[src/shared/dmfs_pkg.sv]
// Overview of operation
// - A field-coded current picture with a frame-coded future reference finds its co-located macroblock at twice its own row.
// - In that field/frame case the co-located vector has its vertical part halved before scaling.
// - In that field/frame case forward = TRb*mv/TRd and backward = (TRb-TRd)*mv/TRd for the current field.
// - In that field/frame case the forward reference is the same-parity field of the co-located macroblock's frame.
// - In that field/frame case the backward reference is the same-parity field of the future reference frame.
// - A frame-coded current picture with a field-coded future reference finds its co-located macroblock at half its row.
// - In that frame/field case only the first-field co-located macroblock feeds vectors and references.
// - In that frame/field case the first-field vector has its vertical part doubled before scaling.
// - In that frame/field case forward = TRb*mv1/TRd1 and backward = (TRb-TRd1)*mv1/TRd1.
// - The current distance in the frame/field case is counted in field intervals to the referenced frame.
// - The first-field distance runs from field one of the future reference to the field its vector points at.
// - In that frame/field case the forward reference is the frame holding the field the first-field vector points at.
// - In that frame/field case the backward reference is the future reference frame itself.
// - An intra future reference or intra co-located macroblock gives zero vectors in both directions.
package dmfs_pkg;
	localparam int MV_W = 16;
	localparam int TR_W = 8;
	localparam int REF_W = 5;
	localparam int MBY_W = 8;
	localparam int NUM_W = MV_W + TR_W;
	localparam int DIV_CYCLES = NUM_W;
	localparam int CNT_W = 5;
	localparam logic [CNT_W-1:0] CNT_LAST = CNT_W'(DIV_CYCLES - 1);
	localparam logic STRUCT_FRAME = 1'b0;
	localparam logic STRUCT_FIELD = 1'b1;
	localparam logic PARITY_FIRST = 1'b0;

	typedef enum logic [1:0] {
		CASE_FRM_FRM,
		CASE_FLD_FLD,
		CASE_FLD_FRM,
		CASE_FRM_FLD
	} dmfs_case_t;

	typedef enum logic [1:0] {
		ST_IDLE,
		ST_START,
		ST_WAIT
	} dmfs_state_t;
endpackage : dmfs_pkg

[src/shared/dmfs_scale_if.sv]
`timescale 1ns/1ps
interface dmfs_scale_if;
	logic start;
	logic signed [dmfs_pkg::MV_W-1:0] mv;
	logic [dmfs_pkg::TR_W-1:0] tr_b;
	logic [dmfs_pkg::TR_W-1:0] tr_d;
	logic done;
	logic signed [dmfs_pkg::MV_W-1:0] fwd;
	logic signed [dmfs_pkg::MV_W-1:0] bwd;

	modport client (output start, output mv, output tr_b, output tr_d, input done, input fwd, input bwd);
	modport engine (input start, input mv, input tr_b, input tr_d, output done, output fwd, output bwd);
endinterface : dmfs_scale_if

[src/hdl/dmfs_direct_top.sv]
`timescale 1ns/1ps
module dmfs_direct_top (
	// clock and reset
	input wire logic clk,
	input wire logic rst_n,
	// request handshake
	input wire logic req_valid,
	output logic req_ready,
	// picture context
	input wire logic cur_picture_structure_flag,
	input wire logic fut_picture_structure_flag,
	input wire logic fut_intra,
	input wire logic cur_parity,
	input wire logic [dmfs_pkg::MBY_W-1:0] cur_mb_y,
	input wire logic [dmfs_pkg::TR_W-1:0] current_temporal_distance,
	input wire logic [dmfs_pkg::TR_W-1:0] colocated_temporal_distance,
	// co-located macroblock, frame or same-parity field
	input wire logic col_intra,
	input wire logic signed [dmfs_pkg::MV_W-1:0] col_mv_x,
	input wire logic signed [dmfs_pkg::MV_W-1:0] col_mv_y,
	input wire logic [dmfs_pkg::REF_W-1:0] col_ref_idx,
	// co-located macroblock of the first field
	input wire logic f1_intra,
	input wire logic signed [dmfs_pkg::MV_W-1:0] f1_mv_x,
	input wire logic signed [dmfs_pkg::MV_W-1:0] f1_mv_y,
	input wire logic [dmfs_pkg::REF_W-1:0] f1_ref_idx,
	input wire logic [dmfs_pkg::TR_W-1:0] f1_temporal_distance,
	// result
	output logic out_valid,
	output logic [dmfs_pkg::MBY_W-1:0] col_mb_y,
	output logic signed [dmfs_pkg::MV_W-1:0] direct_forward_vector_x,
	output logic signed [dmfs_pkg::MV_W-1:0] direct_forward_vector_y,
	output logic signed [dmfs_pkg::MV_W-1:0] direct_backward_vector_x,
	output logic signed [dmfs_pkg::MV_W-1:0] direct_backward_vector_y,
	output logic [dmfs_pkg::REF_W-1:0] fwd_ref_idx,
	output logic fwd_ref_field,
	output logic fwd_ref_parity,
	output logic bwd_ref_field,
	output logic bwd_ref_parity
);
	localparam int MV_W = dmfs_pkg::MV_W;
	localparam int TR_W = dmfs_pkg::TR_W;
	localparam int MBY_W = dmfs_pkg::MBY_W;
	localparam int REF_W = dmfs_pkg::REF_W;

	dmfs_pkg::dmfs_state_t state_q;
	logic start_q;
	logic signed [MV_W-1:0] mv_x_q;
	logic signed [MV_W-1:0] mv_y_q;
	logic [TR_W-1:0] tr_b_q;
	logic [TR_W-1:0] tr_d_q;
	logic req_ready_q;
	logic out_valid_q;
	logic [MBY_W-1:0] col_mb_y_q;
	logic signed [MV_W-1:0] fwd_x_q;
	logic signed [MV_W-1:0] fwd_y_q;
	logic signed [MV_W-1:0] bwd_x_q;
	logic signed [MV_W-1:0] bwd_y_q;
	logic [REF_W-1:0] fwd_ref_idx_q;
	logic fwd_ref_field_q;
	logic fwd_ref_parity_q;
	logic bwd_ref_field_q;
	logic bwd_ref_parity_q;

	// ****************************************
	// case selection
	// ****************************************
	wire logic cur_fld = cur_picture_structure_flag == dmfs_pkg::STRUCT_FIELD;
	wire logic fut_fld = fut_picture_structure_flag == dmfs_pkg::STRUCT_FIELD;
	wire dmfs_pkg::dmfs_case_t sel_case = cur_fld ? (fut_fld ? dmfs_pkg::CASE_FLD_FLD : dmfs_pkg::CASE_FLD_FRM)
		: (fut_fld ? dmfs_pkg::CASE_FRM_FLD : dmfs_pkg::CASE_FRM_FRM);
	wire logic is_fld_frm = sel_case == dmfs_pkg::CASE_FLD_FRM;
	wire logic is_frm_fld = sel_case == dmfs_pkg::CASE_FRM_FLD;
	wire logic take = req_valid && req_ready_q;
	wire logic both_done = sx_if.done && sy_if.done;

	// ****************************************
	// co-located position
	// ****************************************
	wire logic [MBY_W-1:0] loc_twice = {cur_mb_y[MBY_W-2:0], 1'b0};
	wire logic [MBY_W-1:0] loc_half = {1'b0, cur_mb_y[MBY_W-1:1]};
	wire logic [MBY_W-1:0] loc_sel = is_fld_frm ? loc_twice : (is_frm_fld ? loc_half : cur_mb_y);

	// ****************************************
	// source vector and distances
	// ****************************************
	wire logic src_intra = is_frm_fld ? f1_intra : col_intra;
	wire logic signed [MV_W-1:0] halved_y = col_mv_y >>> 1;
	wire logic signed [MV_W-1:0] first_field_scaled_vector = {f1_mv_y[MV_W-2:0], 1'b0};
	wire logic signed [MV_W-1:0] src_x = is_frm_fld ? f1_mv_x : col_mv_x;
	wire logic signed [MV_W-1:0] src_y = is_frm_fld ? first_field_scaled_vector : (is_fld_frm ? halved_y : col_mv_y);
	wire logic [TR_W-1:0] src_tr_d = is_frm_fld ? f1_temporal_distance : colocated_temporal_distance;
	// distance zero would divide by zero; treated like an intra source
	wire logic zero_vec = fut_intra || src_intra || (src_tr_d == '0);

	// ****************************************
	// reference selection
	// ****************************************
	wire logic [REF_W-1:0] frame_of_field = {1'b0, f1_ref_idx[REF_W-1:1]};
	wire logic [REF_W-1:0] ref_idx_sel = is_frm_fld ? frame_of_field : col_ref_idx;
	wire logic ref_field_sel = cur_fld;
	wire logic fwd_par_sel = cur_parity;
	// field/field backs onto field one, field/frame onto the same parity
	wire logic bwd_par_sel = is_fld_frm ? cur_parity : dmfs_pkg::PARITY_FIRST;

	// ****************************************
	// scaling engines, one per component
	// ****************************************
	dmfs_scale_if sx_if ();
	dmfs_scale_if sy_if ();

	assign sx_if.start = start_q;
	assign sx_if.mv = mv_x_q;
	assign sx_if.tr_b = tr_b_q;
	assign sx_if.tr_d = tr_d_q;
	assign sy_if.start = start_q;
	assign sy_if.mv = mv_y_q;
	assign sy_if.tr_b = tr_b_q;
	assign sy_if.tr_d = tr_d_q;

	dmfs_scaler u_scale_x (
		.clk(clk),
		.rst_n(rst_n),
		.sif(sx_if.engine)
	);

	dmfs_scaler u_scale_y (
		.clk(clk),
		.rst_n(rst_n),
		.sif(sy_if.engine)
	);

	// ****************************************
	// control
	// ****************************************
	always_ff @(posedge clk) begin
		if (!rst_n) begin
			state_q <= dmfs_pkg::ST_IDLE;
			req_ready_q <= 1'b0;
			out_valid_q <= 1'b0;
			start_q <= 1'b0;
		end else begin
			out_valid_q <= 1'b0;
			start_q <= 1'b0;
			unique case (state_q)
				dmfs_pkg::ST_IDLE: begin
					req_ready_q <= 1'b1;
					if (take) begin
						req_ready_q <= 1'b0;
						if (zero_vec) begin
							out_valid_q <= 1'b1;
							req_ready_q <= 1'b1;
						end else begin
							start_q <= 1'b1;
							state_q <= dmfs_pkg::ST_START;
						end
					end
				end
				dmfs_pkg::ST_START: begin
					state_q <= dmfs_pkg::ST_WAIT;
				end
				dmfs_pkg::ST_WAIT: begin
					if (both_done) begin
						out_valid_q <= 1'b1;
						req_ready_q <= 1'b1;
						state_q <= dmfs_pkg::ST_IDLE;
					end
				end
			endcase
		end
	end

	// ****************************************
	// request capture
	// ****************************************
	always_ff @(posedge clk) begin
		if (!rst_n) begin
			col_mb_y_q <= '0;
			fwd_ref_idx_q <= '0;
			fwd_ref_field_q <= 1'b0;
			fwd_ref_parity_q <= 1'b0;
			bwd_ref_field_q <= 1'b0;
			bwd_ref_parity_q <= 1'b0;
			mv_x_q <= '0;
			mv_y_q <= '0;
			tr_b_q <= '0;
			tr_d_q <= '0;
		end else if (take) begin
			col_mb_y_q <= loc_sel;
			fwd_ref_idx_q <= ref_idx_sel;
			fwd_ref_field_q <= ref_field_sel;
			fwd_ref_parity_q <= fwd_par_sel;
			bwd_ref_field_q <= ref_field_sel;
			bwd_ref_parity_q <= bwd_par_sel;
			mv_x_q <= src_x;
			mv_y_q <= src_y;
			tr_b_q <= current_temporal_distance;
			tr_d_q <= src_tr_d;
		end
	end

	// ****************************************
	// result registers
	// ****************************************
	always_ff @(posedge clk) begin
		if (!rst_n) begin
			fwd_x_q <= '0;
			fwd_y_q <= '0;
			bwd_x_q <= '0;
			bwd_y_q <= '0;
		end else if (take && zero_vec) begin
			fwd_x_q <= '0;
			fwd_y_q <= '0;
			bwd_x_q <= '0;
			bwd_y_q <= '0;
		end else if (state_q == dmfs_pkg::ST_WAIT && both_done) begin
			fwd_x_q <= sx_if.fwd;
			fwd_y_q <= sy_if.fwd;
			bwd_x_q <= sx_if.bwd;
			bwd_y_q <= sy_if.bwd;
		end
	end

	assign req_ready = req_ready_q;
	assign out_valid = out_valid_q;
	assign col_mb_y = col_mb_y_q;
	assign direct_forward_vector_x = fwd_x_q;
	assign direct_forward_vector_y = fwd_y_q;
	assign direct_backward_vector_x = bwd_x_q;
	assign direct_backward_vector_y = bwd_y_q;
	assign fwd_ref_idx = fwd_ref_idx_q;
	assign fwd_ref_field = fwd_ref_field_q;
	assign fwd_ref_parity = fwd_ref_parity_q;
	assign bwd_ref_field = bwd_ref_field_q;
	assign bwd_ref_parity = bwd_ref_parity_q;

	// ****************************************
	// checks
	// ****************************************
	twice_row_a: assert property (@(posedge clk) disable iff (!rst_n)
		take && is_fld_frm |=> col_mb_y == MBY_W'({$past(cur_mb_y), 1'b0}))
		else $error("field over frame row not doubled");

	half_row_a: assert property (@(posedge clk) disable iff (!rst_n)
		take && is_frm_fld |=> col_mb_y == ($past(cur_mb_y) >> 1))
		else $error("frame over field row not halved");

	halved_input_a: assert property (@(posedge clk) disable iff (!rst_n)
		take && is_fld_frm && !zero_vec |=> sy_if.start && (sy_if.mv == ($past(col_mv_y) >>> 1)))
		else $error("vertical vector not halved for scaling");

	doubled_input_a: assert property (@(posedge clk) disable iff (!rst_n)
		take && is_frm_fld && !zero_vec |=> sy_if.mv == MV_W'($past(f1_mv_y) <<< 1) && sx_if.mv == $past(f1_mv_x))
		else $error("first field vector not doubled");

	first_field_dist_a: assert property (@(posedge clk) disable iff (!rst_n)
		take && is_frm_fld |=> tr_d_q == $past(f1_temporal_distance) && tr_b_q == $past(current_temporal_distance))
		else $error("frame over field did not use first field distances");

	same_parity_a: assert property (@(posedge clk) disable iff (!rst_n)
		take && is_fld_frm |=> fwd_ref_field && fwd_ref_parity == $past(cur_parity)
		&& fwd_ref_idx == $past(col_ref_idx) && bwd_ref_parity == $past(cur_parity))
		else $error("field over frame reference parity wrong");

	frame_refs_a: assert property (@(posedge clk) disable iff (!rst_n)
		take && is_frm_fld |=> !fwd_ref_field && !bwd_ref_field && fwd_ref_idx == ($past(f1_ref_idx) >> 1))
		else $error("frame over field reference frame wrong");

	intra_zero_a: assert property (@(posedge clk) disable iff (!rst_n)
		take && zero_vec |=> out_valid && direct_forward_vector_x == 0 && direct_forward_vector_y == 0
		&& direct_backward_vector_x == 0 && direct_backward_vector_y == 0)
		else $error("intra source did not give zero vectors");

	scaled_latency_a: assert property (@(posedge clk) disable iff (!rst_n)
		take && !zero_vec |=> (!out_valid && !req_ready) [*8] ##19 out_valid && req_ready)
		else $error("scaled answer not 27 cycles after request");
endmodule : dmfs_direct_top

[src/hdl/dmfs_scaler.sv]
`timescale 1ns/1ps
module dmfs_scaler (
	// clock and reset
	input wire logic clk,
	input wire logic rst_n,
	// request and answer
	dmfs_scale_if.engine sif
);
	localparam int MV_W = dmfs_pkg::MV_W;
	localparam int TR_W = dmfs_pkg::TR_W;
	localparam int NUM_W = dmfs_pkg::NUM_W;
	localparam int CNT_W = dmfs_pkg::CNT_W;

	logic busy_q;
	logic done_q;
	logic [CNT_W-1:0] cnt_q;
	logic [TR_W-1:0] div_q;
	logic [NUM_W-1:0] num1_q;
	logic [NUM_W-1:0] num2_q;
	logic [TR_W-1:0] rem1_q;
	logic [TR_W-1:0] rem2_q;
	logic neg1_q;
	logic neg2_q;

	// ****************************************
	// operand preparation
	// ****************************************
	wire logic mv_neg = sif.mv[MV_W-1];
	wire logic [MV_W-1:0] mv_mag = mv_neg ? MV_W'(-sif.mv) : MV_W'(sif.mv);
	wire logic diff_neg = sif.tr_b < sif.tr_d;
	wire logic [TR_W-1:0] diff_mag = diff_neg ? (sif.tr_d - sif.tr_b) : (sif.tr_b - sif.tr_d);
	wire logic [NUM_W-1:0] prod1 = {{TR_W{1'b0}}, mv_mag} * {{MV_W{1'b0}}, sif.tr_b};
	wire logic [NUM_W-1:0] prod2 = {{TR_W{1'b0}}, mv_mag} * {{MV_W{1'b0}}, diff_mag};

	// ****************************************
	// restoring division, both quotients at once
	// ****************************************
	wire logic [TR_W:0] r1_sh = {rem1_q, num1_q[NUM_W-1]};
	wire logic [TR_W:0] r2_sh = {rem2_q, num2_q[NUM_W-1]};
	wire logic ge1 = r1_sh >= {1'b0, div_q};
	wire logic ge2 = r2_sh >= {1'b0, div_q};
	wire logic [TR_W:0] r1_sub = r1_sh - {1'b0, div_q};
	wire logic [TR_W:0] r2_sub = r2_sh - {1'b0, div_q};
	wire logic [TR_W-1:0] rem1_nx = ge1 ? r1_sub[TR_W-1:0] : r1_sh[TR_W-1:0];
	wire logic [TR_W-1:0] rem2_nx = ge2 ? r2_sub[TR_W-1:0] : r2_sh[TR_W-1:0];
	wire logic last = busy_q && (cnt_q == dmfs_pkg::CNT_LAST);
	// truncation toward zero: sign applied to the magnitude quotient
	wire logic [MV_W-1:0] q1 = num1_q[MV_W-1:0];
	wire logic [MV_W-1:0] q2 = num2_q[MV_W-1:0];

	assign sif.fwd = neg1_q ? -q1 : q1;
	assign sif.bwd = neg2_q ? -q2 : q2;
	assign sif.done = done_q;

	always_ff @(posedge clk) begin
		if (!rst_n) begin
			busy_q <= 1'b0;
			done_q <= 1'b0;
			cnt_q <= '0;
		end else begin
			done_q <= last;
			busy_q <= sif.start | (busy_q & ~last);
			cnt_q <= sif.start ? '0 : cnt_q + CNT_W'(1);
		end
	end

	always_ff @(posedge clk) begin
		if (sif.start) begin
			div_q <= sif.tr_d;
			num1_q <= prod1;
			num2_q <= prod2;
			rem1_q <= '0;
			rem2_q <= '0;
			neg1_q <= mv_neg;
			neg2_q <= mv_neg ^ diff_neg;
		end else if (busy_q) begin
			num1_q <= {num1_q[NUM_W-2:0], ge1};
			num2_q <= {num2_q[NUM_W-2:0], ge2};
			rem1_q <= rem1_nx;
			rem2_q <= rem2_nx;
		end
	end

	scale_latency_a: assert property (@(posedge clk) disable iff (!rst_n)
		sif.start |-> (!sif.done) [*8] ##18 sif.done ##1 !sif.done)
		else $error("scaler answer not 25 cycles after start");
endmodule : dmfs_scaler

[config.mk]
export PLATFORM = sky130hd
export DESIGN_NAME = dmfs_direct_top
export DESIGN_NICKNAME = d
export VERILOG_FILES = /design/src/shared/dmfs_pkg.sv /design/src/shared/dmfs_scale_if.sv /design/src/hdl/dmfs_direct_top.sv /design/src/hdl/dmfs_scaler.sv
export SDC_FILE = /design/constraint.sdc
export NUM_CORES = 2
export LEC_CHECK = 0
export ABC_AREA = 1
export BUFFER_PORTS_ARGS = -buffer_cell sky130_fd_sc_hd__buf_4
export CAP_MARGIN = 5
export CELL_PAD_IN_SITES_DETAIL_PLACEMENT = 1
export CELL_PAD_IN_SITES_GLOBAL_PLACEMENT = 2
export CORE_ASPECT_RATIO = 1.4
export CORE_MARGIN = 1.5
export CORE_UTILIZATION = 35
export CTS_CLUSTER_SIZE = 14
export DETAILED_ROUTE_END_ITERATION = 10
export PLACE_DENSITY = 0.82
export REMOVE_ABC_BUFFERS = 1
export SYNTH_ARGS = -nofsm -noshare
export SYNTH_HDL_FRONTEND = slang
export SYNTH_SLANG_ARGS = --single-unit
[constraint.sdc]
create_clock -name clk -period 8.5 [get_ports clk]
set_input_delay 0.85 -clock clk [delete_from_list [all_inputs] [get_ports clk]]
set_output_delay 0.85 -clock clk [all_outputs]
set_load 0.02 [all_outputs]
Word level (Yosys, flattened, before mapping)
Index checks and enable logic that the tools add are counted.
Storage, ports and cells
  output and inout port bits: 83
  input port bits: 115
  register bits after elaboration: 287
  word-level logic and storage cells: 138
Cells by class
  mux-type cells: 43
  bitwise logic cells: 9
  reductions and logical operators: 18
  add/sub/neg operators: 14
  multipliers: 4
  magnitude comparators: 5
  equal/unequal tests: 9
Operators by type and width (count)
  $mux W24: 8
  $mux W16: 8
  $mul A16 B8 Y24: 4
  $neg A16 Y16: 6
  $mux W8: 8
  $sub A8 B8 Y8: 6
  $ge A9 B8 Y1: 4
  $mux W15: 1
  $mux W2: 6
  $add A5 B1 Y5 const B: 2
  $eq A5 B5 Y1 const B: 2
  $logic_not A8 Y1: 1
  $lt A8 B8 Y1: 1
  $mux W1: 8
  $eq A2 B2 Y1 const B: 3
  $logic_and A1 B1 Y1: 6
  $ne A2 B2 Y1 const B: 3
  $pmux W2 S3: 1
  $reduce_and A3 Y1: 2
  $reduce_bool A2 Y1: 3
  $mux W5: 1
  $pmux W1 S2: 2
  $reduce_or A2 Y1: 2
  $not A1 Y1: 3
  7 further kinds: 11

Longest topological paths before layout
  depth in word-level cells: 9
  mapped depth: 37
  depth with buffers taken out: 34

Modules after synthesis
A second synthesis with hierarchy kept.
Unflattened totals
  cell total of the unflattened synthesis: 4864
  area total of the unflattened synthesis: 34780.9 µm²
By module, submodules not included
  dmfs_scaler at u_scale_x: area an instance 14592.7 µm², instances 1, cells each 2075, sequential area each 2202.1 µm²
  dmfs_scaler at u_scale_y: area an instance 14506.4 µm², instances 1, cells each 2042, sequential area each 2202.1 µm²
  dmfs_direct_top: area an instance 5681.7 µm², instances 1, cells each 747, sequential area each 2662.6 µm²

Worst setup path before layout
Ideal clock, no wire load.
  path kind: register to register
  start point: register tr_b_q[2] (netlist: sx_if.tr_b[2])
  end point: register u_scale_y.num2_q[12] (data pin)
  arrival time: 5.764 ns
  setup slack: 2.470 ns
  required time: 8.234 ns
  cell stages (with the launch flop): 33
  library setup time: 0.266 ns
  period minus slack after synthesis: 6.030 ns
  path buffers: 5
  cell sequence: dfxtp_1 > clkbuf_1 > clkinv_1 > clkbuf_1 > ha_1 > buf_2 > nand2_1 > nor2_1 > nor2_1 > inv_1 > nand2_1 > nand2_1 > buf_4 > nand2_1 > nand2_1 > buf_2 > inv_1 > nand2_1 > fa_1 > fa_1 > inv_1 > fa_1 > inv_1 > fa_1 > inv_1 > ha_1 > a21oi_1 > inv_1 > o21ai_0 > nand3_1 > or2_2 > nand3_1 > o21ai_0
On the way
  word-level cells in the longest chain between the ends: 4
  elaborated cells between the ends (all ways): 6
  those cells by class: 2 x add/sub; 1 x mul; 1 x order compare; 2 x mux
Ends and longest elaborated chain
  start: declaration: RTL line dmfs_direct_top.sv:50  | logic [TR_W-1:0] tr_b_q;
  start signal: assignment: RTL line dmfs_direct_top.sv:197  | tr_b_q <= current_temporal_distance;
  $sub A8 B8 Y8 / $lt A8 B8 Y1 (equally long branches): RTL line dmfs_scaler.sv:31, dmfs_scaler.sv:30
  $mux W8 (*): RTL line dmfs_scaler.sv:31  | wire logic [TR_W-1:0] diff_mag = diff_neg ? (sif.tr_d - sif.tr_b) : (sif.tr_b - sif.tr_d);
  $mul A16 B8 Y24 (*): RTL line dmfs_scaler.sv:33  | wire logic [NUM_W-1:0] prod2 = {{TR_W{1'b0}}, mv_mag} * {{MV_W{1'b0}}, diff_mag};
  $mux W24 (*): RTL line dmfs_scaler.sv:68  | if (sif.start) begin
  end signal: assignment: RTL line dmfs_scaler.sv:71  | num2_q <= prod2;
  end signal: assignment: RTL line dmfs_scaler.sv:78  | num2_q <= {num2_q[NUM_W-2:0], ge2};
  end: declaration: RTL line dmfs_scaler.sv:19  | logic [NUM_W-1:0] num2_q;
Mark *: on every way between the ends. The rest lies on a longest branch, timed or not.
A chain may end at the register's enable or synchronous reset.

Worst setup path after layout
  start point: register tr_b_q[3] (netlist: sx_if.tr_b[3])
  end point: register u_scale_y.num2_q[12] (data pin)
Same word-level chain as after synthesis.

==> impl_metrics.csv <==
group,metric,value,unit
timing,rsz0062_at_grt,"false",
synth,syn_avg_cell_area,7.33,µm²
clock_tree,clk_path_buf_depth,3,
grt,grt_pass1_vias,31400,
detailed_routing,drcViolationCount,0,
clock_tree,cts_max_level,2,
worst_setup_path,crit_path_max_fanout,27,
hold_path,worstHoldPathType,"reg -> reg",
pwr,ir_worst_vdd,0.422,mV
clock_tree,clk-insertion-delay-late,0.59,ns
synth,syn_inst,4387,
synth,yosys.cell_types.count,47,
timing,fmax,137,MHz
detailed_routing,drt_wl_total,106000,µm
synth,synth_edf_count,108,
pwr,p_leak,17.7,nW
timing,hold_viol,0,
worst_setup_path,criticalPathCategory,"reg -> reg",
clock_tree,cts_hold_buffers,0,
detailed_routing,first_pass_iters,7,
clock_tree,cts_setup_buffers,0,
synth,ys_seq_area_frac,0.212,
worst_setup_path,crit_slowest_cell,"dfxtp_1",
layout,final_cells,5728,
grt,overflow,0,
timing,drv_slew,0,
timing,slew_headroom,0.254,
detailed_routing,vias,29000,
detailed_routing,drtIter0Drc,1186,
worst_setup_path,critical_path.top_delay_family,"adder cells",
grt,grtUsageTotal,0.231,
die,io_pins,198,
timing,skew,0.0257,ns
timing,fin_setup_tns,0,ns
synth,ys.warnings.count,0,
worst_setup_path,worst-path-buf-inv,8,
detailed_routing,routed_via_density,5.07,
hold_path,holdPathStages,1,
synth,synthArstFlopShare,0,
worst_setup_path,critPathMaxStageDelay,0.72,ns
timing,finalCriticalPeriod,7.31,ns
worst_setup_path,cp_num_cells,27,
die,start_util,0.353,
worst_setup_path,rr_worst_depth,27,
clock_tree,cts-root-buf,"clkbuf_16",
grt,antenna_found_initial,4,
layout,finalNetCount,5189,
worst_setup_path,cp-start-kind,"register",
clock_tree,cts.reportedPaths.clkPinSlew,0.06,ns
placed_design,gp_congestion,0.884,
clock_tree,cts_tree,"yes",
timing,worst_pin_slew,1.11,ns
layout,syn2layout_area_growth,11.5,%
die,design.core.area,91100,µm²
synth,synth_ff_type,"dfxtp_1",
placed_design,place_hpwl,83900,µm
die,die_h,362,µm
worst_setup_path,worstSetupEndpointType,"register",
synth,yosys.area.top_type,"fa_1",
timing,finalCritPeriodShare,0.860,
timing,finalSetupViolCount,0,
worst_setup_path,crit_required,8.81,ns
synth,ys_top_cells_by_area,"fa_1 21%, nand2_1 12%, dfxtp_1 11%, edfxtp_1 10%, ha_1 9.1%",
synth,ys_ff_latch,287,
die,dieWidth,259,µm
synth,synthesis.area,32100,µm²
die,rows,131,
clock_tree,cts.sinks,287,
synth,synth_top_area_frac,0.213,
worst_setup_path,crit_top_cell,"inv_1",
placed_design,numPortBuffers,195,
placed_design,place_area,34700,µm²
run,maxCapViolations,0,
grt,grt_max_degree,69,
detailed_routing,wire_per_inst,18.6,µm
detailed_routing,drtAntennaViolNets,0,
clock_tree,cts_buffers,36,
status,status,"complete, no violations",
layout,drive_above_1_share,0.0833,
layout,final_cell_area,35800,µm²
pwr,total_power,13.5,mW
die,die-area,93700,µm²
placed_design,dp.cells,5657,
grt,grt_pass1_wl,170000,µm
worst_setup_path,cp.arrival,7.62,ns
clock_tree,cts_resized,0,
pwr,powerDensity,376,nW/µm²
## cell families (layout without fill, tap and decap cells)
family	Yosys count	after routing	share of synthesized area
AO/OA/AOI/OAI	580	580	0.104
XOR/XNOR	70	70	0.0191
adder cells (fa/ha/maj)	576	576	0.304
buffers and inverters	935	1074	0.113
flip-flops	287	287	0.212
other	0	5	0
AND/OR/NAND/NOR	1939	1939	0.247
## per-layer routing
metal,global-route usage,vias up,share of wire
met4,0.0931,0,0.041
li1,-,14000,-
met1,0.273,14400,0.42
met3,0.0252,165,0.033
met5,0,-,0
met2,0.423,474,0.51
## metrics by stage
stage / setup WS (ns) / utilization / hold WS, ns
6_report: 1.19 / 0.393 / 0.451
5_1_grt: 0.570 / 0.393 / 0.482
4_1_cts: 1.17 / 0.393 / 0.452
3_5_place_dp: 1.16 / 0.381 / 0.438
3_3_place_gp: 1.29 / 0.381 / 0.431
2_1_floorplan: 1.84 / - / 0.418
## flip-flops by register name (all words and copies together), names as in the netlist, 2 cells and up
| signal | count |
|---|---|
| u_scale_x.rem2_q | 8 |
| sx_if.tr_d | 8 |
| u_scale_y.num2_q | 24 |
| mv_x_q | 16 |
| col_mb_y | 8 |
| u_scale_y.div_q | 8 |
| u_scale_x.num2_q | 24 |
| fwd_ref_idx | 5 |
| direct_backward_vector_y | 16 |
| mv_y_q | 16 |
| state_q | 2 |
| u_scale_y.rem1_q | 8 |
| u_scale_y.rem2_q | 8 |
| sx_if.tr_b | 8 |
| direct_backward_vector_x | 16 |
| direct_forward_vector_x | 16 |
| u_scale_x.num1_q | 24 |
| u_scale_x.rem1_q | 8 |
| u_scale_y.cnt_q | 5 |
| u_scale_x.cnt_q | 5 |
| u_scale_y.num1_q | 24 |
| direct_forward_vector_y | 16 |
## synth_stat cells (5+ instances only)
library cell,number
xor2_1,28
nor2_1,556
buf_6,8
o211ai_1,47
o21a_1,9
nor2_2,12
a21oi_1,192
clkbuf_1,105
o21bai_1,5
a21o_1,9
inv_1,756
buf_4,7
fa_1,342
nand2_2,10
a31oi_1,14
nand4_1,28
a221oi_1,10
buf_2,30
o21ai_0,222
o22ai_1,21
a41oi_1,7
a21oi_2,34
buf_1,10
or2_2,12
clkinv_1,8
inv_2,8
xnor2_1,42
nand3_1,235
edfxtp_1,108
nand3b_1,30
ha_1,234
dfxtp_1,179
nor4_1,12
nor3_1,43
nand2_1,994
## power breakdown
part           internal [mW]  leakage [nW]  switching (mW)
clock                  0.853         0.557           0.698
sequential              1.60          2.44           0.163
combinational           3.46          14.7            6.71
total                   5.92          17.7            7.57
## cell usage in the layout (no fill, tap or decap), drive strengths merged, types with 14 or more instances in the layout
cell type and instances:
clkinv 22, inv 769, a31oi 14, nor2 568, o22ai 21, xor2 28, nand2 1005, ha 234
xnor2 42, nand4 28, o21ai 224, dfxtp 179, a21oi 227, fa 342, nand3 235, nand3b 30
clkbuf 47, nor3 43, buf 233, o211ai 47, edfxtp 108
## final cells by class
cell class,count,area [µm²]
Tap cell,1197,1500
Multi-Input combinational cell,3165,21700
Clock buffer,47,973
Fill cell,11500,55300
Antenna cell,5,12.5
Timing Repair Buffer,233,1750
Sequential cell,287,6830
Clock inverter,19,164
Inverter,775,2920
## final timing paths
| kind | slack, ns | end | startpoint |
|---|---|---|---|
| worst max-delay path | 1.19 | u_scale_y.num2_q[12] | sx_if.tr_b[3] |
| worst min-delay path | 0.45 | u_scale_y.cnt_q[0] | u_scale_y.cnt_q[0] |
| worst max register to register | 1.19 | u_scale_y.num2_q[12] | sx_if.tr_b[3] |
| worst min register to register | 0.45 | u_scale_y.cnt_q[0] | u_scale_y.cnt_q[0] |
Power figures use the tool's default switching activity.
